File: src/pkg/timer_start_bit_pkg.sv
// timer_start_bit_pkg: register map, field positions, reset values and timing for the watchdog
package timer_start_bit_pkg;
    // counter geometry
    localparam int CNT_W = 15;
    localparam int RELOAD_W = 7;
    localparam int LOW_W = 8;
    localparam int DIV_W = 8;
    localparam int IRQ_W = 2;
    localparam int BUS_W = 32;
    localparam int ADDR_W = 32;
    localparam int OFF_W = 8;

    // oscillator clocks per counter step (clock is the oscillator)
    localparam int DIV_FAST_RST = 12;
    localparam int DIV_SLOW_RST = 192;
    localparam int CLK_MHZ = 100;
    // shortest timeout: one pass through the low byte after a refresh
    localparam int MIN_TIMEOUT_TICKS = 2 ** LOW_W;
    localparam int MIN_TIMEOUT_CYCLES = MIN_TIMEOUT_TICKS * DIV_FAST_RST;

    // register byte offsets
    localparam logic [OFF_W-1:0] OFF_RELOAD = 8'h00;
    localparam logic [OFF_W-1:0] OFF_CTRL = 8'h04;
    localparam logic [OFF_W-1:0] OFF_STAT = 8'h08;
    localparam logic [OFF_W-1:0] OFF_COUNT = 8'h0C;
    localparam logic [OFF_W-1:0] OFF_IST = 8'h10;
    localparam logic [OFF_W-1:0] OFF_IMASK = 8'h14;

    // field positions
    localparam int PSEL_BIT = 7;
    localparam int CTRL_START_BIT = 0;
    localparam int CTRL_TRIG_BIT = 1;
    localparam int CTRL_RUN_BIT = 0;
    localparam int CTRL_ARMED_BIT = 1;
    localparam int STAT_CAUSE_BIT = 0;
    localparam int IRQ_OVF_BIT = 0;
    localparam int IRQ_REFRESH_BIT = 1;

    // reset values
    localparam logic [7:0] RELOAD_RST = 8'h00;
    localparam logic [IRQ_W-1:0] IMASK_RST = 2'h0;

    // bus encodings
    localparam logic [1:0] HTRANS_NONSEQ = 2'h2;
    localparam logic HRESP_OKAY = 1'b0;
endpackage

File: src/pkg/timer_start_bit_cnt_if.sv
// timer_start_bit_cnt_if: control and status between the register side and the counter
`timescale 1ns/1ps
interface timer_start_bit_cnt_if;
    import timer_start_bit_pkg::*;
    logic run;
    logic halt;
    logic psel;
    logic load;
    logic [RELOAD_W-1:0] reload;
    logic [CNT_W-1:0] count;
    logic tick;
    logic ovf;
    modport ctl
    (
        output run, halt, psel, load, reload,
        input count, tick, ovf
    );
    modport cnt
    (
        input run, halt, psel, load, reload,
        output count, tick, ovf
    );
endinterface

File: src/verilog/timer_start_bit_top.sv
// timer_start_bit_top: software watchdog timer with an AHB-Lite register slave and interrupt
// What this block does
// RULE1 - 15-bit counter counts up at oscillator/12 or oscillator/192.
// RULE2 - reload register bit 7 picks oscillator/12 or oscillator/192 prescaling.
// RULE3 - software sets the period only through the upper seven counter bits.
// RULE4 - start bit starts the counter; software can never stop it.
// RULE5 - overflow of the running counter forces an internal chip reset.
// RULE6 - refresh copies the reload register into the upper seven counter bits.
// RULE7 - refresh needs refresh bit write then start bit write, back to back.
// RULE8 - readable flag tells watchdog reset apart from external reset.
// RULE9 - counter holds its value during idle and power-down modes.
// RULE10 - shortest timeout is 256 us at 12 MHz, longer via reload/prescaler.
// RULE11 - refresh clears low byte; after any reset the watchdog stays stopped.
`timescale 1ns/1ps
module timer_start_bit_top #(
    parameter int DIV_FAST = timer_start_bit_pkg::DIV_FAST_RST,
    parameter int DIV_SLOW = timer_start_bit_pkg::DIV_SLOW_RST
)(
    input wire logic clock,
    input wire logic rst,
    input wire logic hsel,
    input wire logic [timer_start_bit_pkg::ADDR_W-1:0] haddr,
    input wire logic [1:0] htrans,
    input wire logic hwrite,
    input wire logic [2:0] hsize,
    input wire logic [timer_start_bit_pkg::BUS_W-1:0] hwdata,
    input wire logic hready,
    output logic [timer_start_bit_pkg::BUS_W-1:0] hrdata,
    output logic hreadyout,
    output logic hresp,
    input wire logic idle_mode,
    input wire logic power_down_mode,
    output logic wdt_reset,
    output logic irq
);
    import timer_start_bit_pkg::*;

    if (DIV_FAST < 2 || DIV_SLOW <= DIV_FAST)
    begin : g_bad_div
        $error("timer_start_bit_top: slow divider must exceed fast divider");
    end

    typedef struct packed {
        logic [7:0] reload;
        logic running;
        logic armed;
        logic cause;
        logic [IRQ_W-1:0] ist;
        logic [IRQ_W-1:0] imask;
        logic irq;
        logic dp_wr;
        logic [OFF_W-1:0] dp_addr;
        logic [BUS_W-1:0] rdata;
        logic reset_out;
    } timer_start_bit_top_state_t;

    localparam timer_start_bit_top_state_t TOP_RST = '{reload: RELOAD_RST, imask: IMASK_RST, default: '0};

    timer_start_bit_top_state_t s;
    timer_start_bit_top_state_t next_s;

    timer_start_bit_cnt_if cif();

    timer_start_bit_counter #(
        .DIV_FAST(DIV_FAST),
        .DIV_SLOW(DIV_SLOW)
    ) u_counter (
        .clock(clock),
        .rst(rst),
        .cif(cif)
    );

    logic accept;
    logic wr_ctrl;
    logic wr_trig;
    logic wr_start;
    logic refresh;
    logic [IRQ_W-1:0] events;
    logic [IRQ_W-1:0] ist_clr;

    function automatic logic [BUS_W-1:0] read_word(
        input logic [OFF_W-1:0] addr,
        input timer_start_bit_top_state_t st,
        input logic [CNT_W-1:0] count
    );
        logic [BUS_W-1:0] w;
        w = '0;
        case (addr)
            OFF_RELOAD: w[7:0] = st.reload;
            OFF_CTRL:
            begin
                w[CTRL_RUN_BIT] = st.running;
                w[CTRL_ARMED_BIT] = st.armed;
            end
            OFF_STAT: w[STAT_CAUSE_BIT] = st.cause; // see RULE8
            OFF_COUNT: w[CNT_W-1:0] = count;
            OFF_IST: w[IRQ_W-1:0] = st.ist;
            OFF_IMASK: w[IRQ_W-1:0] = st.imask;
            default: w = '0;
        endcase
        return w;
    endfunction

    always_comb
    begin
        accept = hsel && hready && htrans == HTRANS_NONSEQ;
        wr_ctrl = s.dp_wr && s.dp_addr == OFF_CTRL;
        wr_trig = wr_ctrl && hwdata[CTRL_TRIG_BIT];
        wr_start = wr_ctrl && hwdata[CTRL_START_BIT] && !hwdata[CTRL_TRIG_BIT];
        // only an armed start write refreshes; overflow beats a late refresh
        refresh = wr_start && s.armed && !cif.ovf; // see RULE7
        events = '0;
        events[IRQ_OVF_BIT] = cif.ovf;
        events[IRQ_REFRESH_BIT] = refresh;
        ist_clr = '0;

        next_s = s;
        next_s.dp_wr = accept && hwrite;
        next_s.dp_addr = haddr[OFF_W-1:0];
        next_s.reset_out = cif.ovf; // see RULE5

        // write data phase
        if (s.dp_wr)
        begin
            // any write other than the expected start write breaks the pair
            next_s.armed = 1'b0; // see RULE7
            case (s.dp_addr)
                OFF_RELOAD: next_s.reload = hwdata[7:0]; // see RULE3 see RULE2
                OFF_CTRL:
                begin
                    if (wr_trig)
                        next_s.armed = 1'b1; // see RULE7
                    else if (wr_start)
                        next_s.running = 1'b1; // see RULE4
                end
                OFF_IMASK: next_s.imask = hwdata[IRQ_W-1:0];
                default: next_s.reload = s.reload;
            endcase
        end

        // the watchdog's own reset returns it to the stopped state
        if (cif.ovf)
        begin
            next_s.running = 1'b0; // see RULE11 see RULE5
            next_s.armed = 1'b0;
            next_s.reload = RELOAD_RST;
            next_s.cause = 1'b1; // see RULE8
        end

        // read sees this cycle's writes; status clear is read-to-clear
        if (accept && !hwrite)
        begin
            next_s.rdata = read_word(haddr[OFF_W-1:0], next_s, cif.count);
            if (haddr[OFF_W-1:0] == OFF_IST)
                ist_clr = s.ist;
        end

        // a new event in the clearing cycle survives
        next_s.ist = (s.ist & ~ist_clr) | events;
        next_s.irq = |(next_s.ist & next_s.imask);
    end

    always_ff @(posedge clock or posedge rst)
    begin
        if (rst)
            s <= TOP_RST; // see RULE11
        else
            s <= next_s;
    end

    assign cif.run = s.running;
    assign cif.halt = idle_mode || power_down_mode; // see RULE9
    assign cif.psel = s.reload[PSEL_BIT]; // see RULE2
    assign cif.reload = s.reload[RELOAD_W-1:0]; // see RULE6
    assign cif.load = refresh;

    assign hrdata = s.rdata;
    assign hreadyout = 1'b1;
    assign hresp = HRESP_OKAY;
    assign wdt_reset = s.reset_out;
    assign irq = s.irq;

    // helper for the period check: active cycles between steps
    logic [DIV_W:0] act;
    logic clean;
    logic psel_q;
    logic active;
    assign active = cif.run && !cif.halt;

    always_ff @(posedge clock or posedge rst)
    begin
        if (rst)
        begin
            act <= '0;
            clean <= 1'b0;
            psel_q <= 1'b0;
        end
        else
        begin
            psel_q <= cif.psel;
            if (cif.tick)
            begin
                act <= {{DIV_W{1'b0}}, active};
                clean <= !cif.load;
            end
            else
            begin
                act <= (DIV_W+1)'(act + {{DIV_W{1'b0}}, active});
                clean <= clean && !cif.load && cif.psel == psel_q;
            end
        end
    end

    // a single-transfer master leaves an idle and an address cycle between two writes
    logic ist_rd;
    assign ist_rd = accept && !hwrite && haddr[OFF_W-1:0] == OFF_IST;
endmodule // timer_start_bit_top

File: src/verilog/timer_start_bit_counter.sv
// timer_start_bit_counter: prescaler and 15-bit watchdog counter
`timescale 1ns/1ps
module timer_start_bit_counter #(
    parameter int DIV_FAST = timer_start_bit_pkg::DIV_FAST_RST,
    parameter int DIV_SLOW = timer_start_bit_pkg::DIV_SLOW_RST
)(
    input wire logic clock,
    input wire logic rst,
    timer_start_bit_cnt_if.cnt cif
);
    import timer_start_bit_pkg::*;

    if (DIV_FAST < 2 || DIV_SLOW < 2 || DIV_FAST > 2 ** DIV_W || DIV_SLOW > 2 ** DIV_W)
    begin : g_bad_div
        $error("timer_start_bit_counter: divider out of range");
    end

    localparam logic [DIV_W-1:0] LAST_FAST = DIV_W'(DIV_FAST - 1);
    localparam logic [DIV_W-1:0] LAST_SLOW = DIV_W'(DIV_SLOW - 1);

    typedef struct packed {
        logic [DIV_W-1:0] div;
        logic [CNT_W-1:0] count;
        logic tick;
        logic ovf;
    } timer_start_bit_cnt_state_t;

    timer_start_bit_cnt_state_t s;
    timer_start_bit_cnt_state_t next_s;
    logic [DIV_W-1:0] limit;

    always_comb
    begin
        next_s = s;
        next_s.tick = 1'b0;
        next_s.ovf = 1'b0;
        limit = cif.psel ? LAST_SLOW : LAST_FAST; // see RULE2
        if (cif.load)
        begin
            // low byte cleared so every refresh gives at least 256 steps
            next_s.count = {cif.reload, {LOW_W{1'b0}}}; // see RULE6 see RULE11 see RULE10
            next_s.div = '0;
        end
        else if (cif.run && !cif.halt) // see RULE9
        begin
            // >= keeps a psel change mid-period from skipping the wrap
            if (s.div >= limit)
            begin
                next_s.div = '0;
                next_s.count = CNT_W'(s.count + 1); // see RULE1
                next_s.tick = 1'b1;
                next_s.ovf = &s.count; // see RULE5
            end
            else
            begin
                next_s.div = DIV_W'(s.div + 1);
            end
        end
    end

    always_ff @(posedge clock or posedge rst)
    begin
        if (rst)
            s <= '0;
        else
            s <= next_s;
    end

    assign cif.count = s.count;
    assign cif.tick = s.tick;
    assign cif.ovf = s.ovf;
endmodule // timer_start_bit_counter

File: config.mk
export PLATFORM = sky130hd
export DESIGN_NAME = timer_start_bit_top
export DESIGN_NICKNAME = d
export VERILOG_FILES = /design/src/pkg/timer_start_bit_pkg.sv /design/src/pkg/timer_start_bit_cnt_if.sv /design/src/verilog/timer_start_bit_top.sv /design/src/verilog/timer_start_bit_counter.sv
export SDC_FILE = /design/constraint.sdc
export NUM_CORES = 1
export LEC_CHECK = 0
export BUFFER_PORTS_ARGS = -buffer_cell sky130_fd_sc_hd__clkbuf_2
export CORE_ASPECT_RATIO = 1.2
export CORE_MARGIN = 2
export CORE_UTILIZATION = 25
export DETAILED_ROUTE_END_ITERATION = 10
export PLACE_DENSITY = 0.56
export SLEW_MARGIN = 5
export SYNTH_ARGS = -nofsm -noshare
export SYNTH_HDL_FRONTEND = slang
export SYNTH_HIERARCHICAL = 1
export SYNTH_SLANG_ARGS = --single-unit
File: constraint.sdc
create_clock -name clock -period 2.8 [get_ports clock]
set_clock_uncertainty 0.1 [all_clocks]
set_input_delay 0.56 -clock clock [delete_from_list [all_inputs] [get_ports clock]]
set_output_delay 0.56 -clock clock [all_outputs]
set_load 0.05 [all_outputs]
# After elaboration in Yosys (flattened, before gate mapping)
# Index checks and enable logic that the tools add are counted.
# W data, S select, Z words.
[classes] n_addsub=2 multipliers=0 div=0 magnitude_cmp=1 n_eq_ne=8 n_shift=0 muxes=21 bitwise_logic=4 n_reduce_logical=23
[op_table] op="$mux W25" n=1
[op_table] op="$eq A8 B5 Y1 const B" n=3
[op_table] op="$mux W8" n=3
[op_table] op="$mux W23" n=1
[op_table] op="$mux W17" n=1
[op_table] op="$eq A8 B3 Y1 const B" n=2
[op_table] op="$eq A8 B4 Y1 const B" n=2
[op_table] op="$logic_not A8 Y1" n=2
[op_table] op="$add A15 B1 Y15 const B" n=1
[op_table] op="$reduce_and A15 Y1" n=1
[op_table] op="$pmux W6 S2" n=1
[op_table] op="$logic_and A1 B1 Y1" n=11
[op_table] op="$mux W11" n=1
[op_table] op="$mux W10" n=1
[op_table] op="$mux W2" n=5
[op_table] op="$add A8 B1 Y8 const B" n=1
[op_table] op="$ge A8 B8 Y1" n=1
[op_table] op="$mux W7" n=1
[op_table] op="$pmux W1 S6" n=1
[op_table] op="$pmux W1 S5" n=1
[op_table] op="$and A2 B2 Y2" n=2
[op_table] op="$logic_not A1 Y1" n=4
[op_table] op="$mux W1" n=4
[op_table] op="$reduce_bool A2 Y1" n=2
[op_table] op="6 further kinds" n=6
[totals] regBits=65 latchBits=0 ram_bits=0 mem_bits_ro=0 input_bits=76 output_inout_bits=36 n_memories=0

# Depth between registers and ports, before layout
[depth] word_depth=10 depth_mapped=9

# By module
# The synthesis kept the hierarchy.
[modules_own_cells] mod="timer_start_bit_top" instances=1 cells_each=178 area_each_um2=2016.9
[modules_own_cells] mod="timer_start_bit_counter" instances=1 cells_each=174 area_each_um2=1639.1

# Worst setup path after synthesis
# OpenSTA, ideal clock, no wires.
[synth_timing] path_type="register to register" from="register u_counter/s[22] (netlist name)" to="register u_counter.s (netlist bit u_counter/cif.count[8])" setup_time_ns=0.125 arrival_ns=2.113 required_ns=2.575 setup_slack_ns=0.463 path_stages_with_launch=8 n_path_buf=1 period_less_slack_ns=2.337 cell_sequence="dfrtp_1 ha_1 a211o_1 a21oi_1 buf_2 a211oi_2 xnor2_1 mux2_2"
[synth_via] elab_chain_len=3
[synth_lines] item="start: declaration" line="timer_start_bit_counter.sv:28" text="timer_start_bit_cnt_state_t s;"
[synth_lines] item="start signal: assignment" line="timer_start_bit_counter.sv:66" text="s <= next_s;"
[synth_lines] item="$ge A8 B8 Y1" line="timer_start_bit_counter.sv:47" text="if (s.div >= limit)"
[synth_lines] item="$reduce_bool A2 Y1 (no line)"
[synth_lines] item="$reduce_and A2 Y1 (no line)"
# No other way between the ends.
# A chain may end at the register's enable or synchronous reset.

# Worst setup path in the final report
[layout_timing] from="register s (netlist bit cif.psel)" to="register u_counter.s (netlist bit u_counter/cif.count[5])"
[layout_via] elab_chain_len=4
[layout_lines] item="start: declaration" line="timer_start_bit_top.sv:59" text="timer_start_bit_top_state_t s;"
[layout_lines] item="start signal: assignment" line="timer_start_bit_top.sv:168" text="s <= next_s;"
[layout_lines] item="$mux W8" line="timer_start_bit_counter.sv:37" text="limit = cif.psel ? LAST_SLOW : LAST_FAST;"
[layout_lines] item="$ge A8 B8 Y1" line="timer_start_bit_counter.sv:47"
[layout_lines] item="$reduce_bool A2 Y1 (no line)"
[layout_lines] item="$reduce_and A2 Y1 (no line)"
# No other way between the ends.

==> impl_metrics.toml <==
[timing]
post-route-min-period_ps = 2629
max_freq_mhz = 380.4
setup-violations-final = 0
tightestPinTransition_ps = 614.2
maxSlewViolCount = 0
tns_ps = 0
relSlewSlack = 0.5905
grt_setup_unrepaired = "false"
hold_viol = 0
post-route-period-util = 0.9389

[clock_network]
numCtsBuffers = 9
cts_max_path_buffers = 2
cts_tree = "built"
cts_setup_buffers = 0
postCtsHoldBufs = 0
cts_root_buf = "clkbuf_16"
cts_sinks = 65
cts-resized-gates = 0
htree_levels = 3
clkLatencyLatePin_ps = 330
path_clk_slew_ps = 60

[route]
num_vias = 2534
viasPerCell = 4.624
postRouteAntennaNets = 0
routedWlPerCell_um = 14.95
remaining_drc_errors = 0
drt_iter0_drc = 163
drt_pass1_iterations = 4
routed_wirelength_um = 8193

[floorplanning]
core_um2 = 14290
ios = 112
die_w_um = 114.0
rows = 48
initial_core_util = 0.2538
die_y_um = 136.0
die_area_um2 = 15490

[finish]
fillerInstances = 1500
layout_commonest_cell = "dfrtp_1"
nNetsFinal = 450
layout_common_cells = "dfrtp_1, clkbuf_2, nand2_1"
syn_to_final_growth_pct = 13.18
final_area_um2 = 4105
drive_above_1_share = 0.2359
diodes = 0

[worst_setup_path]
endpoint_kind = "register"
rrSetupSlack_ps = 170
worst-setup-path-type = "register to register"
crit_arrival_ps = 2740
slowest_stage = "or4_1"
r2r_cells = 8
rr_startpoint = "cif.psel"
required_ps = 2910
r2r_end = "u_counter/cif.count[5]"
cp-startpoint = "cif.psel"
crit_chain = "inv_1 > ha_1 > nand2_1 > or4_1 > buf_4 > a2111oi_4 > xnor2_1 > nor2_1"
slowest_delay_ps = 710
critical_path.endpoint = "u_counter/cif.count[5]"
worstSetupStartpointType = "register"
cp_max_fo = 9

[place]
placed_cell_area_um2 = 3775
io_buffer_count = 41
gp_congestion = 0.7884
dpl.hpwl_um = 6052

[power_and_ir_drop]
p_sw_frac = 0.2231
intPower_mw = 1.796
p_switching_uw = 515.8
p_seq_frac = 0.413
peakVddDrop_uv = 347.8
clock_power_share = 0.533
power_leakage_nw = 1.828
comb_power_share = 0.054
power_density_nw_per_um2 = 563.3

[run]
maxCapViolations = 0

[grt]
antenna_found_initial = 0
grt_pass1_wl_um = 13570
grt_usage = 0.1129
grt_pass1_vias = 2705
overflow = 0
grt_start_max_net_pins = 42

[logic_synthesis]
syn_inst = 350
syn_avg_cell_area_um2 = 10.36
netlist_area_um2 = 3627
synth_warnings = 6

[min_path]
hold_class = "input pin to asynchronous set/reset pin"

[outcome]
run_status = "complete, no violations"
[layout make-up]
cell class                 count  area (um^2)  area share
sequential                    65         1627      0.3962
clock inverter                 5        77.57     0.01890
timing repair buffer          54        315.3     0.07681
tap                          175        219.0     0.05334
clock buffer                  11        252.7     0.06157
inverter                      10        37.54    0.009144
multi-input combinational    228         1577      0.3840
[sequential cells by signal (all words and copies together), names as in the netlist]
signal               count
hrdata                  15
cif.reload               7
s                       15
wdt_reset                1
u_counter/s              8
cif.run                  1
u_counter/cif.ovf        1
u_counter/cif.count     15
irq                      1
cif.psel                 1
[metal layers]
layer,up-vias,wire (um),track usage
met5,-,0,0
met4,0,148,0.04607
met3,10,378,0.03255
met2,64,4290,0.2007
met1,1245,3375,0.1260
li1,1215,-,-
[worst min-delay path by stage]
stage | start | to | cells after the start
2_1_floorplan | u_counter/cif.ovf | wdt_reset | 0
3_3_place_gp | s[47] | s[47] | 1
3_5_place_dp | s[47] | s[47] | 1
4_1_cts | rst | u_counter/cif.count[8] | 3
5_1_grt | rst | u_counter/cif.count[2] | 3
6_report | rst | u_counter/s[22] | 3
[power groups by stage]
stage          clock (mW)  sequential, mW  combinational (mW)
2_1_floorplan           0           0.971               0.110
3_3_place_gp            0           0.972               0.125
3_5_place_dp            0           0.972               0.126
4_1_cts              1.26           0.956               0.126
5_1_grt              1.30           0.956               0.135
6_report             1.23           0.956               0.124
[through the flow]
stage	total power [mW]	hold WS, ps	setup slack [ps]	std cells	utilization
after floorplan	1.081	300.4	462.5	367	-
after global placement	1.097	347.1	231.7	532	0.2641
after detailed placement	1.098	348.5	178.8	532	0.2641
after CTS	2.341	185.5	154.2	548	0.2872
after global routing	2.396	213.7	28.20	548	0.2872
final	2.312	182.1	171.2	548	0.2872
[critical path: cells and delay by family (launching register included)]
family,cells,cell delay [ps]
flip-flops,1,370
AO/OA/AOI/OAI,1,380
buffers and inverters,2,360
XOR/XNOR,1,170
AND/OR/NAND/NOR,3,830
adder cells (fa/ha/maj),1,300
No activity file was read; power rests on OpenSTA's default activity.
